$ cat config.mk
export PLATFORM = sky130hd
export DESIGN_NAME = tcm_mapper
export DESIGN_NICKNAME = d
export VERILOG_FILES = /design/src/tcm_pkg.sv /design/src/tcm_prbs.sv /design/src/tcm_mapper.sv
export SDC_FILE = /design/constraint.sdc
export NUM_CORES = 1
export LEC_CHECK = 0
export CORE_MARGIN = 2
export CORE_UTILIZATION = 33
export CTS_CLUSTER_SIZE = 14
export DETAILED_ROUTE_END_ITERATION = 7
export DONT_BUFFER_PORTS = 1
export PLACE_DENSITY_LB_ADDON = 0.05
export SLEW_MARGIN = 20
export SYNTH_ARGS = -nofsm -noshare
export SYNTH_HDL_FRONTEND = slang
export SYNTH_SLANG_ARGS = --single-unit
$ cat constraint.sdc
create_clock -name mclk -period 17 [get_ports mclk]
set_input_delay 0 -clock mclk [delete_from_list [all_inputs] [get_ports mclk]]
set_output_delay 0 -clock mclk [all_outputs]
set_load 0.01 [all_outputs]
$ cat src/tcm_pkg.sv
package tcm_pkg;

    // ----------------------------------------------------------------
    // Widths
    // ----------------------------------------------------------------
    localparam int unsigned TCM_LBL_W = 15;
    localparam int unsigned TCM_BCNT_W = 4;
    localparam int unsigned TCM_U_W = 30;
    localparam int unsigned TCM_CRD_W = 8;
    localparam int unsigned TCM_OUT_W = 16;
    localparam int unsigned TCM_REF_W = 9;
    localparam int unsigned TCM_SCL_W = 15;
    localparam int unsigned TCM_CNT_W = 10;

    // ----------------------------------------------------------------
    // Constellation limits and scaling
    // ----------------------------------------------------------------
    localparam int unsigned TCM_MAXB_DEF = 15;
    localparam int unsigned TCM_MAXB_LO = 8;
    localparam int unsigned TCM_MAXB_HI = 15;
    localparam logic [3:0] TCM_B_FILL = 4'h2;
    // Reference level is unsigned with this many fraction bits
    localparam int unsigned TCM_REF_SHIFT = 8;
    // Q14 factors giving unit rms energy for square b-bit grids
    localparam logic [14:0] TCM_SCL_B2 = 15'h2d41;
    localparam logic [14:0] TCM_SCL_B4 = 15'h143d;
    localparam logic [14:0] TCM_SCL_B6 = 15'h09e0;
    localparam logic [14:0] TCM_SCL_B8 = 15'h04e9;
    localparam logic [14:0] TCM_SCL_B10 = 15'h0273;
    localparam logic [14:0] TCM_SCL_B12 = 15'h013a;
    localparam logic [14:0] TCM_SCL_B14 = 15'h009d;

    // ----------------------------------------------------------------
    // Filler sequence and encoder
    // ----------------------------------------------------------------
    localparam int unsigned TCM_PRBS_LEN = 23;
    localparam int unsigned TCM_PRBS_TAP = 18;
    localparam logic [22:0] TCM_PRBS_SEED = 23'h7fffff;
    localparam logic [3:0] TCM_ENC_RST = 4'h0;

    typedef enum {TCM_ST_IDLE, TCM_ST_HOLD} tcm_state_e;

endpackage : tcm_pkg

$ cat src/tcm_prbs.sv
`timescale 1ns/100ps

module tcm_prbs
(
    input wire logic mclk,
    input wire logic rst_b,
    input wire logic restart,
    input wire logic step,
    output logic [1:0] fill_bits
);
    import tcm_pkg::*;

    // Holds the next 23 sequence elements, oldest in bit 0
    logic [TCM_PRBS_LEN-1:0] sr_q;
    logic new0;
    logic new1;

    // ----------------------------------------------------------------
    // Two elements per step, each the xor of 18 and 23 places back
    // ----------------------------------------------------------------
    assign new0 = sr_q[TCM_PRBS_LEN-TCM_PRBS_TAP] ^ sr_q[0];
    assign new1 = sr_q[TCM_PRBS_LEN-TCM_PRBS_TAP+1] ^ sr_q[1];
    assign fill_bits = sr_q[1:0];

    always_ff @(posedge mclk or negedge rst_b)
    begin
        if (!rst_b)
            sr_q <= TCM_PRBS_SEED;
        else if (restart)
            sr_q <= TCM_PRBS_SEED;
        else if (step)
            sr_q <= {new1, new0, sr_q[TCM_PRBS_LEN-1:2]};
    end
endmodule : tcm_prbs

$ cat src/tcm_mapper.sv
`timescale 1ns/100ps

// Overview of operation
// - First coset pair v1 = u3 xor u1, v0 = u3.
// - Second coset pair w1 = xor of u3..u0, w0 = u3 xor u2.
// - u2..u0 pick the 4-D coset, u3 picks its Cartesian product.
// - u0 equals encoder state bit S0; u2, u1 choose the branch.
// - Two label LSBs of each point equal its 2-D coset index.
// - Maximum bits per tone is 8 to 15; any count up to it allowed; here odd counts are flagged unsupported.
// - Tones taken in reordered order, counts per allocation, LSB first.
// - Loaded active tone takes b bits, first bit becomes label LSB.
// - Two-bit tone points 0..3 follow (v1,v0) 00, 01, 10, 11.
// - Scale grid so every size carries the reference rms energy.
// - Unloaded active tone takes 2 filler bits, maps as two-bit point.
// - Pilot with format flag set takes 2 filler bits, no data.
// - Unloaded tone outside the set takes no bits, any point allowed.
// - Filler starts with 23 ones, then xor of 18 and 23 back.
// - Filler restarts at data mode and each low-power exit.
// - Per data symbol draw twice the unloaded active tone count.
// - Filler never advances in sync or low-power exit symbols.
// - Even b: X from odd label bits, Y from even, then a 1.
// - Encoder state clears to zero at each symbol start.
// - Last two 4-D symbols force u1 = S1 xor S3, u2 = S2.
// - Label v is mapped before label w for each pair with nonzero pair_x; with pair_x zero only w is mapped.
module tcm_mapper
#(
    parameter int unsigned MAX_BITS = tcm_pkg::TCM_MAXB_DEF
)
(
    input wire logic mclk,
    input wire logic rst_b,
    input wire logic sym_start,
    input wire logic sym_is_data,
    input wire logic prbs_restart,
    input wire logic pilot_format_flag,
    input wire logic [tcm_pkg::TCM_REF_W-1:0] reference_transmit_level,
    input wire logic pair_valid,
    output logic pair_ready,
    input wire logic [tcm_pkg::TCM_U_W-1:0] pair_u,
    input wire logic [tcm_pkg::TCM_BCNT_W-1:0] pair_x,
    input wire logic [tcm_pkg::TCM_BCNT_W-1:0] pair_y,
    input wire logic pair_last2,
    input wire logic tone_valid,
    output logic tone_ready,
    input wire logic [tcm_pkg::TCM_BCNT_W-1:0] tone_bits,
    input wire logic tone_in_set,
    input wire logic tone_pilot,
    output logic point_valid,
    input wire logic point_ready,
    output logic [tcm_pkg::TCM_OUT_W-1:0] point_x,
    output logic [tcm_pkg::TCM_OUT_W-1:0] point_y,
    output logic [tcm_pkg::TCM_CRD_W-1:0] point_grid_x,
    output logic [tcm_pkg::TCM_CRD_W-1:0] point_grid_y,
    output logic [tcm_pkg::TCM_BCNT_W-1:0] point_bits,
    output logic point_pilot,
    output logic point_offgrid,
    output logic point_unsupported,
    output logic [tcm_pkg::TCM_CNT_W-1:0] prbs_bits_drawn,
    output logic [3:0] enc_state
);
    import tcm_pkg::*;

    // ----------------------------------------------------------------
    // Functions
    // ----------------------------------------------------------------

    // Copies n-2 upper label bits from u, starting at u index k+off
    function automatic logic [TCM_LBL_W-1:0] take_bits
    (
        input logic [TCM_U_W-1:0] u,
        input logic [4:0] off,
        input logic [TCM_BCNT_W-1:0] n
    );
        logic [TCM_LBL_W-1:0] r;
        r = '0;
        for (int k = 2; k < TCM_LBL_W; k++)
        begin
            if (k < int'(n) && (k + int'(off)) < TCM_U_W)
                r[k] = u[k+int'(off)];
        end
        return r;
    endfunction : take_bits

    // Odd-integer axis value; sel 0 gives X (odd bits), 1 gives Y
    function automatic logic [TCM_CRD_W-1:0] map_axis
    (
        input logic [TCM_LBL_W-1:0] lbl,
        input logic [TCM_BCNT_W-1:0] b,
        input logic sel
    );
        logic [TCM_CRD_W-1:0] r;
        int half;
        r = 8'h01;
        half = int'(b) / 2;
        for (int i = 0; i < TCM_CRD_W - 1; i++)
        begin
            if (i < half)
                r[i+1] = lbl[2*i+(sel ? 0 : 1)];
        end
        for (int j = 1; j < TCM_CRD_W; j++)
        begin
            if (j > half)
                r[j] = r[half];
        end
        return r;
    endfunction : map_axis

    function automatic logic [TCM_SCL_W-1:0] scale_q14
    (
        input logic [TCM_BCNT_W-1:0] b
    );
        unique case (b)
            4'h2: return TCM_SCL_B2;
            4'h4: return TCM_SCL_B4;
            4'h6: return TCM_SCL_B6;
            4'h8: return TCM_SCL_B8;
            4'ha: return TCM_SCL_B10;
            4'hc: return TCM_SCL_B12;
            4'he: return TCM_SCL_B14;
            default: return '0;
        endcase
    endfunction : scale_q14

    // Grid value times size factor times reference level
    function automatic logic [TCM_OUT_W-1:0] scale_pt
    (
        input logic [TCM_CRD_W-1:0] crd,
        input logic [TCM_BCNT_W-1:0] b,
        input logic [TCM_REF_W-1:0] lvl
    );
        logic signed [33:0] p;
        logic signed [33:0] s;
        p = 34'(signed'(crd)) * 34'(signed'({1'b0, scale_q14(b)}))
            * 34'(signed'({1'b0, lvl}));
        s = p >>> (TCM_REF_SHIFT + 14);
        return s[TCM_OUT_W-1:0];
    endfunction : scale_pt

    // ----------------------------------------------------------------
    // Declarations
    // ----------------------------------------------------------------
    tcm_state_e st_q;
    logic [3:0] enc_q;
    logic [3:0] enc_eff;
    logic [3:0] enc_nxt;
    logic [TCM_U_W-1:0] u_eff;
    logic [1:0] v10;
    logic [1:0] w10;
    logic [TCM_LBL_W-1:0] lbl_v;
    logic [TCM_LBL_W-1:0] lbl_w;
    logic [TCM_LBL_W-1:0] w_q;
    logic have_w_q;
    logic [TCM_LBL_W-1:0] lbl_sel;
    logic [TCM_BCNT_W-1:0] b_eff;
    logic sym_data_q;
    logic sym_data_eff;
    logic need_lbl;
    logic fill;
    logic bad_b;
    logic tone_take;
    logic pair_take;
    logic [1:0] fill_bits;
    logic [TCM_CNT_W-1:0] drawn_q;
    logic [TCM_LBL_W-1:0] lbl_q;
    logic [1:0] cos_v_q;
    logic [1:0] cos_w_q;
    logic [4:0] w_off;

    // ----------------------------------------------------------------
    // Trellis word to coset labels
    // ----------------------------------------------------------------
    always_comb
    begin
        // A symbol start in the same cycle as a pair uses the clear state
        enc_eff = sym_start ? TCM_ENC_RST : enc_q;
        u_eff = pair_u;
        u_eff[0] = enc_eff[0];
        if (pair_last2)
        begin
            u_eff[1] = enc_eff[1] ^ enc_eff[3];
            u_eff[2] = enc_eff[2];
        end
        // u3 picks the product, u2..u0 the 4-D coset
        v10 = {u_eff[3] ^ u_eff[1], u_eff[3]};
        w10 = {u_eff[3] ^ u_eff[2] ^ u_eff[1] ^ u_eff[0],
               u_eff[3] ^ u_eff[2]};
        enc_nxt = {enc_eff[1], enc_eff[0],
                   enc_eff[1] ^ enc_eff[3] ^ u_eff[1],
                   enc_eff[2] ^ u_eff[2]};
        // With no v tone the w bits start right above u3
        w_off = (pair_x == '0) ? 5'h02 : {1'b0, pair_x};
        lbl_v = take_bits(u_eff, 5'h02, pair_x);
        lbl_v[1:0] = v10;
        if (pair_x == '0)
            lbl_v = '0;
        lbl_w = take_bits(u_eff, w_off, pair_y);
        lbl_w[1:0] = w10;
    end

    // ----------------------------------------------------------------
    // Tone classification and handshakes
    // ----------------------------------------------------------------
    assign sym_data_eff = sym_start ? sym_is_data : sym_data_q;
    assign need_lbl = tone_bits != '0;
    // Filler only in data symbols, for active or flagged pilot tones
    assign fill = !need_lbl && sym_data_eff
                  && (tone_in_set || (tone_pilot && pilot_format_flag));
    // Odd sizes are not built here; they are flagged instead
    assign bad_b = need_lbl
                   && (tone_bits[0] || int'(tone_bits) > MAX_BITS);
    assign tone_ready = (st_q == TCM_ST_IDLE)
                        && (!need_lbl || have_w_q || pair_valid);
    assign pair_ready = (st_q == TCM_ST_IDLE) && tone_valid && need_lbl
                        && !have_w_q;
    assign tone_take = tone_valid && tone_ready;
    assign pair_take = pair_valid && pair_ready;
    assign point_valid = st_q == TCM_ST_HOLD;
    assign prbs_bits_drawn = drawn_q;
    assign enc_state = enc_q;

    always_comb
    begin
        b_eff = tone_bits;
        lbl_sel = '0;
        if (fill)
        begin
            b_eff = TCM_B_FILL;
            lbl_sel = {13'h0000, fill_bits};
        end
        else if (have_w_q)
            lbl_sel = w_q;
        else if (pair_x == '0)
            lbl_sel = lbl_w;
        else
            lbl_sel = lbl_v;
    end

    // ----------------------------------------------------------------
    // Filler sequence
    // ----------------------------------------------------------------
    tcm_prbs u_prbs
    (
        .mclk(mclk),
        .rst_b(rst_b),
        .restart(prbs_restart),
        .step(tone_take && fill),
        .fill_bits(fill_bits)
    );

    // ----------------------------------------------------------------
    // State registers
    // ----------------------------------------------------------------
    always_ff @(posedge mclk or negedge rst_b)
    begin
        if (!rst_b)
            st_q <= TCM_ST_IDLE;
        else
        begin
            unique case (st_q)
                TCM_ST_IDLE:
                    if (tone_take)
                        st_q <= TCM_ST_HOLD;
                TCM_ST_HOLD:
                    if (point_ready)
                        st_q <= TCM_ST_IDLE;
            endcase
        end
    end

    always_ff @(posedge mclk or negedge rst_b)
    begin
        if (!rst_b)
            enc_q <= TCM_ENC_RST;
        else if (pair_take)
            enc_q <= enc_nxt;
        else if (sym_start)
            enc_q <= TCM_ENC_RST;
    end

    // The w label waits for the next loaded tone in reordered order
    always_ff @(posedge mclk or negedge rst_b)
    begin
        if (!rst_b)
        begin
            have_w_q <= 1'b0;
            w_q <= '0;
        end
        else if (pair_take)
        begin
            have_w_q <= pair_x != '0;
            w_q <= lbl_w;
        end
        else if (tone_take && need_lbl)
            have_w_q <= 1'b0;
    end

    always_ff @(posedge mclk or negedge rst_b)
    begin
        if (!rst_b)
        begin
            sym_data_q <= 1'b0;
            drawn_q <= '0;
        end
        else
        begin
            if (sym_start)
                sym_data_q <= sym_is_data;
            if (sym_start)
                drawn_q <= (tone_take && fill) ? 10'h002 : 10'h000;
            else if (tone_take && fill)
                drawn_q <= drawn_q + 10'h002;
        end
    end

    always_ff @(posedge mclk or negedge rst_b)
    begin
        if (!rst_b)
        begin
            cos_v_q <= 2'h0;
            cos_w_q <= 2'h0;
        end
        else if (pair_take)
        begin
            cos_v_q <= v10;
            cos_w_q <= w10;
        end
    end

    // ----------------------------------------------------------------
    // Point output registers
    // ----------------------------------------------------------------
    always_ff @(posedge mclk or negedge rst_b)
    begin
        if (!rst_b)
        begin
            point_x <= '0;
            point_y <= '0;
            point_grid_x <= '0;
            point_grid_y <= '0;
            point_bits <= '0;
            point_pilot <= 1'b0;
            point_offgrid <= 1'b0;
            point_unsupported <= 1'b0;
            lbl_q <= '0;
        end
        else if (tone_take)
        begin
            point_bits <= b_eff;
            lbl_q <= lbl_sel;
            // Modulator overwrites flagged pilot points
            point_pilot <= tone_pilot && pilot_format_flag && fill;
            // Unloaded tone with no filler (outside the set, or not a data symbol) sends a zero point, no bits taken
            point_offgrid <= !need_lbl && !fill;
            point_unsupported <= bad_b;
            if (bad_b || (!need_lbl && !fill))
            begin
                point_x <= '0;
                point_y <= '0;
                point_grid_x <= '0;
                point_grid_y <= '0;
            end
            else
            begin
                // First bit of the tone is label LSB, v0 for a v tone or w0 for a w tone
                point_grid_x <= map_axis(lbl_sel, b_eff, 1'b0);
                point_grid_y <= map_axis(lbl_sel, b_eff, 1'b1);
                point_x <= scale_pt(map_axis(lbl_sel, b_eff, 1'b0),
                                    b_eff, reference_transmit_level);
                point_y <= scale_pt(map_axis(lbl_sel, b_eff, 1'b1),
                                    b_eff, reference_transmit_level);
            end
        end
    end

    // Forced pairs taken since symbol start
    logic [1:0] last2_n_q;
    always_ff @(posedge mclk or negedge rst_b)
    begin
        if (!rst_b)
            last2_n_q <= 2'h0;
        else if (sym_start)
            last2_n_q <= 2'h0;
        else if (pair_take && pair_last2)
            last2_n_q <= last2_n_q + 2'h1;
    end
endmodule : tcm_mapper

==> out/qor.yml <==
timing:
  maxSlewViolCount: 0
  rsz0062_at_grt: "no"
  min_period_ns: 15.36
  worstMarginPinSlew_ns: 1.132
  tns_ns: 0
  period_share: 0.9038
  max_slew_margin: 0.2455
  setup_viol: 0
  fmax_mhz: 65.09
  hold_viol_final: 0
  finalClockSkew_ns: 0.01939
placed_design:
  routabilityCongestion: 0.8835
  dpl.hpwl_um: 71290
  io_buffer_count: 0
setup_path:
  r2r-start: "enc_state[3]$_DFF_PN0_"
  crit_path_start: "pair_x[3]"
  crit_type: "in2reg"
  worstPathMaxFanout: 22
  path_common_cell: "fa_1"
  critPathMaxStageDelay_ns: 0.69
  critical_path.startpoint_type: "primary input"
  r2r_cells: 43
  critPathArrivalTime_ns: 15.66
  required_ns: 17.29
  ff2ff_setup_slack_ns: 2.96
  end_kind: "register"
  r2r_end: "point_x[14]$_DFFE_PN0P_"
  endpoint: "point_x[14]$_DFFE_PN0P_"
  crit_slowest_cell: "a2111oi_0"
grt:
  grtUsageTotal: 0.2106
  globalRouteMet2Util: 0.3549
  grt_pass1_vias: 24791
  grt_overflow: 0
  antenna_found_initial: 0
  busiest_layer: "met2"
  met1_usage: 0.2893
  grt_max_degree: 100
  grt_pass1_wl_um: 147200
  met3_usage: 0.02254
clock_tree:
  cts_tree: "done"
  post_cts_buffers: 0
  ctsHtreeMaxLevel: 3
  cts_buffers: 9
  cts_hold_buf: 23
  clkTransAtPathRegs_ns: 0.09
  clk_path_buf_depth: 2
  insertion_delay_ns: 0.39
  cts_resized: 0
  clkSinkCount: 99
  ctsRootBufferMaster: "clkbuf_16"
yosys:
  synth-seq-area-share: 0.08681
  postSynthCellCount: 3343
  synth_nets: 4171
  ys_seq_elements: 99
  syn_area_per_cell_um2: 8.636
  synthArstFlopShare: 1.000
  syn_area_um2: 28870
  ys.flop_type: "dfrtp_1"
  synthDistinctLibCells: 92
  ys_warn_count: 0
  synth_edf_count: 0
routing:
  routedWlPerCell_um: 20.65
  drt_first_pass_iters: 6
  routed_wl_um: 91270
  vias_per_cell: 5.148
  drt_iter0_drc: 1030
  drcViolationCount: 0
  postRouteAntennaNets: 0
  num_vias: 22752
cells_and_area:
  synthToLayoutAreaGrowth_pct: 5.526
  layout.nets: 4087
  drive_gt1_frac: 0.04013
floorplan:
  core_area_um2: 86750
  start_util: 0.3328
  die_x_um: 299.8
  die_area_um2: 89860
  num_rows: 108
  io_pins: 135
  die_h_um: 299.8
min_path:
  hold_path.class: "in2reg"
  holdPathStages: 2
  hp-start: "tone_bits[3]"
job:
  max_cap_viol_count: 0
outcome:
  status: "finished, final reports clean"
worst min path at each step:
stage                                 to
2_1_floorplan     enc_state[0]$_DFF_PN0_
3_3_place_gp     point_y[10]$_DFFE_PN0P_
3_5_place_dp     point_y[10]$_DFFE_PN0P_
4_1_cts           enc_state[1]$_DFF_PN0_
5_1_grt        point_bits[3]$_DFFE_PN0P_
6_report       point_bits[3]$_DFFE_PN0P_
kinds of logic (layout without fill, tap and decap cells):
kind of cell | count (synthesis) | after routing | synth area share
and+or+nand+nor | 1034 | 1034 | 0.1788
buffers and inverters | 799 | 720 | 0.1078
adders and majority gates | 765 | 765 | 0.4616
AOI/OAI and AO/OA | 516 | 516 | 0.1188
DFF | 99 | 99 | 0.08681
xor gates and xnor gates | 79 | 79 | 0.02444
muxes | 50 | 50 | 0.02154
other | 1 | 2 | 0.0001299
cell type report:
class	instances	area, um2
Timing Repair Buffer	51	457.9
Antenna cell	1	2.502
Fill cell	9157	56290
Multi-Input combinational cell	2445	23310
Inverter	653	2451
Clock buffer	9	225.2
Tap cell	1155	1445
Clock inverter	7	66.31
Sequential cell	99	2506
cells in the final DEF (no fill, tap or decap), types with 11 or more instances in the layout:
master         instances
nand2b_1              36
dlygate4sd3_1         22
nor3_1                34
buf_4                 28
a21o_1                31
a31oi_1               29
dfstp_2               23
and3_1                23
mux2i_1               25
and2_1               245
nand4_1               14
xor2_1                26
ha_1                 265
or3_1                 16
o21ai_1               11
o211ai_1              19
a21oi_1              128
nor2b_1               27
a211oi_1              21
nand3_1               47
xnor2_1               46
mux2_2                17
o21ai_0              105
dfrtp_1               76
fa_1                 500
nand3b_1              25
nand2_1              359
o31ai_1               12
o21a_1                33
nor2_1               168
inv_1                647
flip-flops by register name, indices dropped and copies added, names as in the netlist:
name / cells
point_bits: 4
enc_state: 4
w_q: 14
point_offgrid: 1
st_q: 1
point_unsupported: 1
sym_data_q: 1
prbs_bits_drawn: 9
point_pilot: 1
point_grid_y: 8
point_x: 12
u_prbs.sr_q: 23
point_y: 12
have_w_q: 1
point_grid_x: 7
routing by layer:
layer	vias to the layer above	routed length, um
met5	-	0
met4	0	1962
met3	99	3740
met2	490	43350
met1	11705	42210
li1	10458	-
critical path: cells and delay by family:
kind                     cells  cell delay [ns]
XOR/XNOR                     2             0.58
AO/OA/AOI/OAI               19             6.10
buffers and inverters        9             1.18
AND/OR/NAND/NOR              6             1.83
adder cells (fa/ha/maj)     13             5.92
Yosys cell counts, drive strengths merged, types with 8 or more instances:
| cell type | count | share of area |
|---|---|---|
| nand2b | 36 | 0.0078 |
| o21a | 33 | 0.0086 |
| o21bai | 8 | 0.0021 |
| fa | 500 | 0.35 |
| o21ai | 116 | 0.020 |
| nor2 | 168 | 0.022 |
| a2111oi | 8 | 0.0024 |
| ha | 265 | 0.11 |
| mux2 | 17 | 0.0066 |
| buf | 39 | 0.0090 |
| xnor2 | 50 | 0.015 |
| and2 | 245 | 0.053 |
| inv | 649 | 0.084 |
| nand3 | 49 | 0.0088 |
| o31ai | 12 | 0.0031 |
| dfrtp | 76 | 0.066 |
| a22o | 10 | 0.0030 |
| nand3b | 25 | 0.0065 |
| dfstp | 23 | 0.021 |
| a211oi | 22 | 0.0057 |
| nand4 | 14 | 0.0030 |
| a211o | 10 | 0.0030 |
| nand2 | 359 | 0.047 |
| or3 | 16 | 0.0035 |
| nor2b | 28 | 0.0062 |
| or2 | 10 | 0.0022 |
| a31oi | 30 | 0.0067 |
| mux2i | 25 | 0.0087 |
| a311oi | 9 | 0.0027 |
| a21oi | 128 | 0.022 |
| nor3 | 34 | 0.0059 |
| and3 | 23 | 0.0050 |
| clkbuf | 107 | 0.014 |
| o211ai | 21 | 0.0061 |
| xor2 | 28 | 0.0085 |
| a21o | 31 | 0.0081 |
| mux4 | 8 | 0.0062 |
metrics by stage:
step / worst slack [ns] / hold slack [ns] / utilization / cells / instance area [um2]
2_1_floorplan: 4.131 / -0.2956 / - / 3343 / 28870
6_report: 1.636 / 0.01148 / 0.3512 / 4420 / 30460
4_1_cts: 1.717 / 0.003676 / 0.3507 / 4419 / 30420
5_1_grt: 0.5949 / 0.02219 / 0.3511 / 4419 / 30460
3_3_place_gp: 1.462 / -0.2907 / 0.3444 / 4380 / 29880
3_5_place_dp: 1.295 / -0.2882 / 0.3445 / 4380 / 29880
Power is not shown: default switching activity piles up to over one toggle a cycle in this logic, so the estimate is an artifact.
